===== src/sec_pkg.sv =====
// Package of constants, carrier structs and state type for the SPI control block.
// Function
// - Master with select pin enabled: low select sets fault.
// - Fault raises interrupt, clears enable and master.
// - Fault clears: status read, then control write.
// - Data write while busy flags collision, transfer continues.
// - Collision flag never requests an interrupt.
// - Collision clears: status access, then data access.
// - While done set, keep first byte, drop later.
// - Slave select rising mid-byte sets slave error.
// - Slave error clears only by writing enable 0.
// - Each finished byte sets done, requests interrupt.
// - Fault interrupt only while select pin enabled.
// - Control bit layout: rate2,en,select_pin_disable,master_select,clock_polarity,clock_phase,rate1,rate0.
// - Master rate codes divide clock 2..128; 111 invalid.
// - Select disable ignores select; slave needs phase 1.
// - Polarity sets serial clock idle level.
// - Phase picks leading or trailing sample edge.
// - Control resets to 0x14.
// - Status layout: done,collision,slave error,fault,reserved.
// - Enable bit disables or enables the interface.
// - Done clears: status read while set, then data read.
// - Data write loads shifter; read returns receive buffer.
// - Status flags reset to zero.
package sec_pkg;

  // Register indices; the APB byte address is four times the index.
  localparam logic [7:0] SEC_IDX_CTRL = 8'hC3;
  localparam logic [7:0] SEC_IDX_FLAGS = 8'hC4;
  localparam logic [7:0] SEC_IDX_DATA = 8'hC5;

  // Control register fields.
  localparam int SEC_CTRL_RATE2 = 7;
  localparam int SEC_CTRL_EN = 6;
  localparam int SEC_CTRL_SELECT_PIN_DISABLE = 5;
  localparam int SEC_CTRL_MASTER_SELECT = 4;
  localparam int SEC_CTRL_CLOCK_POLARITY = 3;
  localparam int SEC_CTRL_CLOCK_PHASE = 2;
  localparam int SEC_CTRL_RATE1 = 1;
  localparam int SEC_CTRL_RATE0 = 0;
  localparam logic [7:0] SEC_CTRL_RST = 8'h14;

  // Status register fields.
  localparam int SEC_STA_DONE = 7;
  localparam int SEC_STA_WRITE_COLLISION_FLAG = 6;
  localparam int SEC_STA_SLAVE_SELECT_ERROR_FLAG = 5;
  localparam int SEC_STA_MODE_FAULT_FLAG = 4;

  // Rate code that has no divider behind it.
  localparam logic [2:0] SEC_RATE_NONE = 3'h7;
  // Serial clock edges in one byte.
  localparam logic [4:0] SEC_EDGES_BYTE = 5'h10;

  typedef enum logic [1:0] {
    SEC_IDLE = 2'b01,
    SEC_BUSY = 2'b10
  } sec_state_e;

  // Serial pins as seen from outside the clock domain.
  typedef struct packed {
    logic sck;
    logic mosi;
    logic miso;
    logic ss_n;
  } sec_pins_in_s;

  // Pin drivers, each with its enable.
  typedef struct packed {
    logic sck;
    logic sck_oe;
    logic mosi;
    logic mosi_oe;
    logic miso;
    logic miso_oe;
  } sec_pins_out_s;

  typedef struct packed {
    sec_state_e st;
    logic [7:0] ctrl;
    logic done;
    logic write_collision_flag;
    logic slave_select_error_flag;
    logic mode_fault_flag;
    logic done_arm;
    logic write_collision_flag_arm;
    logic mode_fault_flag_arm;
    logic [7:0] shift;
    logic [7:0] rx_buf;
    logic samp;
    logic out_bit;
    logic sck_lvl;
    logic [4:0] edges;
    logic [6:0] div_cnt;
    sec_pins_in_s sync1;
    sec_pins_in_s sync2;
    logic sck_prev;
    logic [31:0] prdata;
  } sec_state_s;

  // Select idles high, so a master does not flag a fault just after reset.
  localparam sec_state_s SEC_STATE_RST = '{
    st: SEC_IDLE,
    ctrl: SEC_CTRL_RST,
    sync1: '{sck: 1'b0, mosi: 1'b0, miso: 1'b0, ss_n: 1'b1},
    sync2: '{sck: 1'b0, mosi: 1'b0, miso: 1'b0, ss_n: 1'b1},
    default: '0
  };

endpackage


===== src/sec_spi_ctrl.sv =====
// SPI control, status, error flags and byte shifter behind an APB slave.
`timescale 1ns/1ps
module sec_spi_ctrl #(
  parameter int ADDR_W = 12
) (
  // Clock and reset.
  input wire logic pclk,
  input wire logic presetn,
  // APB slave.
  input wire logic psel,
  input wire logic penable,
  input wire logic pwrite,
  input wire logic [ADDR_W-1:0] paddr,
  input wire logic [31:0] pwdata,
  output logic [31:0] prdata,
  output logic pready,
  output logic pslverr,
  // Serial pins.
  input wire sec_pkg::sec_pins_in_s pins_i,
  output sec_pkg::sec_pins_out_s pins_o,
  // Interrupt request to the CPU.
  output logic irq
);
  import sec_pkg::*;

  sec_state_s s_r;
  sec_state_s s_nxt;

  //////////////////////////////////////////////////////////////////////////
  logic acc;
  logic wr;
  logic rd;
  logic [7:0] idx;
  logic hit;
  logic is_ctrl;
  logic is_flags;
  logic is_data;
  logic setup_hit;
  logic upper_ok;
  logic aligned;

  assign acc = psel & penable;
  assign wr = acc & pwrite;
  assign rd = acc & ~pwrite;
  // Bits above the index must be zero, or a far word would alias a register.
  assign upper_ok = (paddr >> 10) == '0;
  assign aligned = upper_ok && (paddr[1:0] == 2'h0);
  assign idx = 8'(paddr[ADDR_W-1:2]);
  assign is_ctrl = aligned && (idx == SEC_IDX_CTRL);
  assign is_flags = aligned && (idx == SEC_IDX_FLAGS);
  assign is_data = aligned && (idx == SEC_IDX_DATA);
  assign hit = is_ctrl | is_flags | is_data;
  assign setup_hit = psel & ~penable;

  assign pready = 1'b1;
  assign pslverr = acc & ~hit;
  assign prdata = s_r.prdata;

  //////////////////////////////////////////////////////////////////////////
  logic en;
  logic master_select;
  logic select_pin_disable;
  logic clock_polarity;
  logic clock_phase;
  logic [2:0] rate;
  logic [7:0] flags;

  assign en = s_r.ctrl[SEC_CTRL_EN];
  assign master_select = s_r.ctrl[SEC_CTRL_MASTER_SELECT];
  assign select_pin_disable = s_r.ctrl[SEC_CTRL_SELECT_PIN_DISABLE];
  assign clock_polarity = s_r.ctrl[SEC_CTRL_CLOCK_POLARITY];
  assign clock_phase = s_r.ctrl[SEC_CTRL_CLOCK_PHASE];
  assign rate = {s_r.ctrl[SEC_CTRL_RATE2], s_r.ctrl[SEC_CTRL_RATE1],
                 s_r.ctrl[SEC_CTRL_RATE0]};
  // Reserved status bits read as zero.
  assign flags[SEC_STA_DONE] = s_r.done;
  assign flags[SEC_STA_WRITE_COLLISION_FLAG] = s_r.write_collision_flag;
  assign flags[SEC_STA_SLAVE_SELECT_ERROR_FLAG] = s_r.slave_select_error_flag;
  assign flags[SEC_STA_MODE_FAULT_FLAG] = s_r.mode_fault_flag;
  assign flags[3:0] = 4'h0;

  // A transfer-done request or an enabled fault request.
  logic fault_req;
  assign fault_req = s_r.mode_fault_flag & ~select_pin_disable;
  // The collision flag is left out: it never asks for service.
  assign irq = s_r.done | fault_req;

  // Master drives the clock and MOSI; a selected slave drives MISO.
  logic slave_sel;
  assign slave_sel = ~s_r.sync2.ss_n | (select_pin_disable & clock_phase);
  assign pins_o.sck = s_r.sck_lvl;
  assign pins_o.sck_oe = en & master_select;
  assign pins_o.mosi = s_r.out_bit;
  assign pins_o.mosi_oe = en & master_select;
  assign pins_o.miso = s_r.out_bit;
  assign pins_o.miso_oe = en & ~master_select & slave_sel;

  //////////////////////////////////////////////////////////////////////////
  // Register side events, one per kind of access that a flag listens to.
  logic stat_rd;
  logic stat_acc;
  logic data_rd;
  logic data_acc;
  logic data_wr;
  logic ctrl_wr;
  logic ctrl_wr_off;
  logic [7:0] wr_byte;

  assign wr_byte = pwdata[7:0];
  assign stat_rd = rd & is_flags;
  assign stat_acc = acc & is_flags;
  assign data_rd = rd & is_data;
  assign data_acc = acc & is_data;
  assign data_wr = wr & is_data;
  assign ctrl_wr = wr & is_ctrl;
  assign ctrl_wr_off = ctrl_wr & ~wr_byte[SEC_CTRL_EN];

  // Read word picked in the setup cycle; unmapped words read as zero.
  logic [31:0] rd_word;
  always_comb begin
    rd_word = 32'h0000_0000;
    if (is_ctrl) begin
      rd_word = {24'h00_0000, s_r.ctrl};
    end
    if (is_flags) begin
      rd_word = {24'h00_0000, flags};
    end
    if (is_data) begin
      rd_word = {24'h00_0000, s_r.rx_buf};
    end
  end

  //////////////////////////////////////////////////////////////////////////
  // Select pin conditions, all on the synchronised copy of the pin.
  logic sel_used;
  logic fault_now;
  logic sel_lost;
  logic phase0_drop;

  assign sel_used = ~(select_pin_disable & clock_phase);
  assign fault_now = master_select & ~select_pin_disable & ~s_r.sync2.ss_n;
  assign sel_lost = ~master_select & en & sel_used & s_r.sync2.ss_n &
                    (s_r.edges != 5'h0);
  // A phase 0 slave frames each byte by select, so release ends it.
  assign phase0_drop = ~master_select & ~clock_phase & s_r.sync2.ss_n &
                       (s_r.st == SEC_BUSY);

  //////////////////////////////////////////////////////////////////////////
  // Serial clock strobes for both modes.
  logic [6:0] half_cnt;
  logic mst_busy;
  logic mst_tick;
  logic mst_lead;
  logic mst_trail;
  logic slv_active;
  logic sck_moved;
  logic slv_lead;
  logic slv_trail;

  assign half_cnt = 7'((8'h01 << rate) - 8'h01);
  assign mst_busy = master_select & (s_r.st == SEC_BUSY);
  assign mst_tick = mst_busy & (s_r.div_cnt == 7'h0);
  assign mst_lead = mst_tick & (s_r.sck_lvl == clock_polarity);
  assign mst_trail = mst_tick & (s_r.sck_lvl != clock_polarity);
  // A slave sees its clock late by the synchronisers; slow clocks only.
  assign slv_active = en & ~master_select & slave_sel;
  assign sck_moved = s_r.sync2.sck ^ s_r.sck_prev;
  assign slv_lead = slv_active & sck_moved & (s_r.sck_prev == clock_polarity);
  assign slv_trail = slv_active & sck_moved & (s_r.sck_prev != clock_polarity);

  //////////////////////////////////////////////////////////////////////////
  always_comb begin
    logic lead;
    logic trail;
    logic din;
    logic [7:0] nshift;
    lead = 1'b0;
    trail = 1'b0;
    din = 1'b0;
    nshift = 8'h00;
    s_nxt = s_r;

    // Pin synchronisers.
    s_nxt.sync1 = pins_i;
    s_nxt.sync2 = s_r.sync1;
    s_nxt.sck_prev = s_r.sync2.sck;

    // Read data is captured in the setup cycle for the access cycle.
    if (setup_hit) begin
      s_nxt.prdata = rd_word;
    end

    // Clearing sequences; hardware sets below take priority.
    if (stat_rd) begin
      s_nxt.done_arm = s_r.done;
      s_nxt.mode_fault_flag_arm = s_r.mode_fault_flag;
    end
    if (stat_acc) begin
      s_nxt.write_collision_flag_arm = s_r.write_collision_flag;
    end
    if (data_rd && s_r.done_arm) begin
      s_nxt.done = 1'b0;
      s_nxt.done_arm = 1'b0;
    end
    if (data_acc && s_r.write_collision_flag_arm) begin
      s_nxt.write_collision_flag = 1'b0;
      s_nxt.write_collision_flag_arm = 1'b0;
    end
    if (ctrl_wr) begin
      s_nxt.ctrl = wr_byte;
      if (s_r.mode_fault_flag_arm) begin
        s_nxt.mode_fault_flag = 1'b0;
        s_nxt.mode_fault_flag_arm = 1'b0;
      end
    end

    // Data write: loads the shifter when idle, else a collision.
    if (data_wr) begin
      if (s_r.st == SEC_BUSY) begin
        s_nxt.write_collision_flag = 1'b1;
      end else begin
        s_nxt.shift = pwdata[7:0];
        s_nxt.out_bit = pwdata[7];
        s_nxt.edges = 5'h0;
        if (master_select && en && rate != SEC_RATE_NONE) begin
          s_nxt.st = SEC_BUSY;
          s_nxt.div_cnt = 7'h0;
        end
      end
    end

    // Serial engine.
    if (master_select) begin
      din = s_r.sync2.miso;
      lead = mst_lead;
      trail = mst_trail;
      if (mst_tick) begin
        s_nxt.div_cnt = half_cnt;
        s_nxt.sck_lvl = ~s_r.sck_lvl;
      end else if (mst_busy) begin
        s_nxt.div_cnt = s_r.div_cnt - 7'h1;
      end else begin
        s_nxt.sck_lvl = clock_polarity;
      end
    end else begin
      din = s_r.sync2.mosi;
      lead = slv_lead;
      trail = slv_trail;
      s_nxt.sck_lvl = clock_polarity;
      // Phase 0 slaves start on select; phase 1 on the first edge.
      if (slv_active && (~clock_phase || slv_lead)) begin
        s_nxt.st = SEC_BUSY;
      end
    end

    // Phase 0 samples leaving idle, phase 1 returning to idle.
    nshift = s_r.shift;
    if (lead) begin
      if (!clock_phase) begin
        s_nxt.samp = din;
      end else begin
        s_nxt.out_bit = s_r.shift[7];
      end
    end
    if (trail) begin
      if (!clock_phase) begin
        nshift = {s_r.shift[6:0], s_r.samp};
        s_nxt.out_bit = s_r.shift[6];
      end else begin
        nshift = {s_r.shift[6:0], din};
      end
      s_nxt.shift = nshift;
    end
    if (lead || trail) begin
      s_nxt.edges = s_r.edges + 5'h1;
      if (s_r.edges + 5'h1 == SEC_EDGES_BYTE) begin
        s_nxt.edges = 5'h0;
        s_nxt.st = SEC_IDLE;
        // Later bytes are dropped while done is pending.
        if (!s_nxt.done) begin
          s_nxt.rx_buf = nshift;
        end
        s_nxt.done = 1'b1;
      end
    end

    // Writing enable 0 clears the slave error; a fresh error still wins.
    if (ctrl_wr_off) begin
      s_nxt.slave_select_error_flag = 1'b0;
    end

    // Select released mid-byte; a select-less slave cannot see it.
    if (sel_lost) begin
      s_nxt.slave_select_error_flag = 1'b1;
      s_nxt.st = SEC_IDLE;
      s_nxt.edges = 5'h0;
    end
    if (phase0_drop) begin
      s_nxt.st = SEC_IDLE;
    end

    // Another master pulled select low: drop to a disabled slave.
    if (fault_now) begin
      s_nxt.mode_fault_flag = 1'b1;
      s_nxt.ctrl[SEC_CTRL_EN] = 1'b0;
      s_nxt.ctrl[SEC_CTRL_MASTER_SELECT] = 1'b0;
    end

    // Disabling aborts any byte and resets the engine.
    if (!s_nxt.ctrl[SEC_CTRL_EN]) begin
      s_nxt.st = SEC_IDLE;
      s_nxt.edges = 5'h0;
      s_nxt.div_cnt = 7'h0;
      s_nxt.sck_lvl = s_nxt.ctrl[SEC_CTRL_CLOCK_POLARITY];
    end
  end

  //////////////////////////////////////////////////////////////////////////
  // Flags come out of reset clear; the slave error is cleared too.
  always_ff @(posedge pclk or negedge presetn) begin
    if (!presetn) begin
      s_r <= SEC_STATE_RST;
    end else begin
      s_r <= s_nxt;
    end
  end

endmodule


===== config.mk =====
export PLATFORM = sky130hd
export DESIGN_NAME = sec_spi_ctrl
export DESIGN_NICKNAME = d
export VERILOG_FILES = /design/src/sec_pkg.sv /design/src/sec_spi_ctrl.sv
export SDC_FILE = /design/constraint.sdc
export NUM_CORES = 1
export LEC_CHECK = 0
export ABC_AREA = 1
export BUFFER_PORTS_ARGS = -buffer_cell sky130_fd_sc_hd__buf_4
export CORE_MARGIN = 10
export CORE_UTILIZATION = 40
export DETAILED_ROUTE_END_ITERATION = 8
export GPL_TIMING_DRIVEN = 1
export PLACE_DENSITY = 0.71
export SYNTH_ARGS = -nofsm -noshare
export SYNTH_HDL_FRONTEND = slang
export SYNTH_SLANG_ARGS = --single-unit
export TNS_END_PERCENT = 20

===== constraint.sdc =====
create_clock -name pclk -period 2.8 [get_ports pclk]
set_clock_uncertainty 0.1 [all_clocks]
set_input_delay 0.56 -clock pclk [delete_from_list [all_inputs] [get_ports pclk]]
set_output_delay 0.56 -clock pclk [all_outputs]
set_load 0.01 [all_outputs]

==> impl_results.md <==
- Outcome: completed
- Clock Pin Slew Worst Setup and Hold Paths: 0.07 ns
- Mapped Avg Cell Area: 7.36 µm²
- Most common cell in the netlist: sky130_fd_sc_hd__nand2_1
- Routed vias/inst: 4.78
- Worst r2r src: s_r[41]
- Total number of vias: 3343
- Maximum fanout along the worst path: 6
- Final #Nets: 623
- Number of synthesized register bits: 65
- Largest area contributor in the synthesized netlist: sky130_fd_sc_hd__dfrtp_1
- Power, Total: 2.09 mW
- IO Port Bufs: between 40 and 50
- Seq/Total Area, Yosys: 42.2%
- Worst setup slack after layout: 0.414 ns
- Starting Density: between 40% and 50%
- Area of the core: between 9000 and 10000 µm²
- Die Y-Extent: 118 µm
- Via count of the first global-routing pass: 3206
- Highest Clock Rate: 419 MHz
- Power per cell area: 474 nW/µm²
- CTS sink cnt: 65
- RSZ-0062 raised after global routing: no
- Die boundary width: 118 µm
- Routed wire per std cell: 13.1 µm
- Number of diodes: 0
- Synthesized netlist cell count: 526
- # DRC: 0
- Number of max-slew violations in the final report: 0
- Residual antenna-violating net count after detailed routing: 0
- Cells taking the most area after synthesis: sky130_fd_sc_hd__dfrtp_1 (39%), sky130_fd_sc_hd__nand2_1 (18%), sky130_fd_sc_hd__buf_4 (7.4%), sky130_fd_sc_hd__inv_1 (5.3%), sky130_fd_sc_hd__nor2_1 (4.6%)
- Largest net degree at the start of global routing: between 60 and 70
- Kind of end point of the critical path: output pin
- Post-synth EDFFs: 0
- Overall routed net length: around 9100 µm
- Initial antenna violation count: 0
- Buffer depth of the longest clock path: 2
- Final setup violation count: 0
- Synth Flop Type: sky130_fd_sc_hd__dfrtp_1
- Synthesis-to-finish area growth: 13.7%
- Pleak: 2.25 nW
- # H-tree levels: 3
- WHS: between 0.15 and 0.2 ns
- Hold Vio Cnt, Final: 0
- Relative slew slack: 46.5%
- Global-route usage over all layers: 13.1%
- CTS Buf Count: 9
- Last weighted congestion value of the routability-driven placer: roughly 0.86
- Postcts setup bufs: 0
- CTS tree: built
- Share of cells above drive strength 1: 16.3%
- Commonest cells post-synth: sky130_fd_sc_hd__nand2_1 (182), sky130_fd_sc_hd__dfrtp_1 (60), sky130_fd_sc_hd__inv_1 (55)
- Post-synth ARST share: 100%
- Starting DRC count in detailed routing: 159
- Area of the mapped netlist: 3870 µm²
- Endpoint required time on the critical path: ~2.1 ns
- Total overflow reported by the global router: 0
- Floorplan row count: 35
- Overall die area: 14000 µm²
- Detailed-router iteration count before antenna repair: 4
- Yosys top cell area share: between 30% and 40%
- Unique masters post-synth: 36
- Count of warnings emitted by yosys: 0
- Clk Tree Root Cell: sky130_fd_sc_hd__clkbuf_8
- Highest ir drop seen on vdd: 0.000313 V
- Critical setup path kind: input port to output pin
- First-pass GRT wire length: approximately 15000 µm
- Crit path time final: 2.39 ns
- CTS Hold Bufs: 0
- Data arrival time of the critical path: around 1.7 ns
- Worst slack at placement: 0.410 ns
- Max-cap violation count: 0
- Share of the clock period used by the worst path after layout: 85.2%
- Worst-Margin Slew: 0.802 ns
- Final Core Density: around 47%
- Setup total negative slack: 0 ns
- Later-pin clock latency in the skew report: 0.35 ns
- I/O pins: 94
- Final HPWL DP: a little over 7000 µm
- Kind of path behind the tightest hold check: input port to asynchronous set/reset pin
- Startpoint type of the worst setup path: input port
- Post-CTS resize count: 0
- Start point of the critical path: paddr[8]
## stage by stage
step,instances,instance area [µm²]
6_report,699,4400
5_1_grt,699,4400
4_1_cts,699,4400
3_5_place_dp,683,4160
3_3_place_gp,683,4160
2_1_floorplan,549,3960
## metal layers
layer	GRT usage [%]	vias up	share of wire, %
li1	-	1666	-
met1	17.1	1556	46
met2	20.1	110	45
met3	3.76	11	7.4
met4	5.04	0	1.5
met5	0	-	0
## cells by family (layout without fill, tap and decap cells)
family                     Yosys count  count (layout)  synth area share [%]
muxes                                1               1                 0.258
adders and majority gates            5               5                  1.61
and+or+nand+nor                    294             294                  33.2
AOI/OAI and AO/OA                   46              46                  6.43
xor gates and xnor gates             8               8                  1.81
other                                2              25                 0.194
DFF                                 65              65                  42.2
buffers and inverters              105             126                  14.4
## layout make-up
class                      count  area [µm²]
sequential                    65        1630
tap                          129         161
clock inverter                 7         119
clock buffer                   9         124
multi-input combinational    379        1770
timing repair buffer          48         360
inverter                      62         235
fill                         941        4920
## path summary, 6_finish.rpt
check / endpoint / slack, ns / depth (start not counted)
worst min-delay path: s_r[45] / 0.18 / 1
max in group asynchronous: s_r[60] / 1.88 / 1
worst min register to register: s_nxt[32] / 0.26 / 0
worst max-delay path: pslverr / 0.41 / 9
worst max register to register: s_r[56] / 0.70 / 11
min in group pclk: s_nxt[36] / 0.21 / 1
## state kept, by name (all words and copies together) (netlist names)
| name | cells |
|---|---|
| s_r | 39 |
| prdata | 8 |
| s_nxt | 5 |
| flags | 4 |
| rate | 3 |
| pins_o | 2 |
| clock_phase | 1 |
| clock_polarity | 1 |
| en | 1 |
| master_select | 1 |
## layout by cell type, fill, tap and decap left out, types with 6 or more instances in the layout
cell                       count
sky130_fd_sc_hd__o21ai_0      20
sky130_fd_sc_hd__nand4_1       7
sky130_fd_sc_hd__conb_1       25
sky130_fd_sc_hd__xor2_1        6
sky130_fd_sc_hd__dfrtp_1      60
sky130_fd_sc_hd__a31oi_1       7
sky130_fd_sc_hd__nor2_1       47
sky130_fd_sc_hd__nand2_1     182
sky130_fd_sc_hd__inv_1        55
sky130_fd_sc_hd__clkbuf_8      9
sky130_fd_sc_hd__a21oi_1      15
sky130_fd_sc_hd__buf_4        48
sky130_fd_sc_hd__nand3_1      33
## worst max-delay path: stages
cell	delay [ns]
sky130_fd_sc_hd__buf_4	0.10
sky130_fd_sc_hd__nand2_1	0.05
sky130_fd_sc_hd__inv_1	0.04
sky130_fd_sc_hd__nand2_1	0.09
sky130_fd_sc_hd__nor2_4	0.06
sky130_fd_sc_hd__nand2_1	0.13
sky130_fd_sc_hd__inv_1	0.12
sky130_fd_sc_hd__nor4_1	0.37
sky130_fd_sc_hd__buf_4	0.19
## where the power goes
part | switching (mW) | total [mW] | internal, mW
logic | 0.0818 | 0.140 | 0.0586
registers | 0.0116 | 0.973 | 0.961
clock network | 0.383 | 0.974 | 0.591
total | 0.476 | 2.09 | 1.61
(Power assumes the default switching activity.)
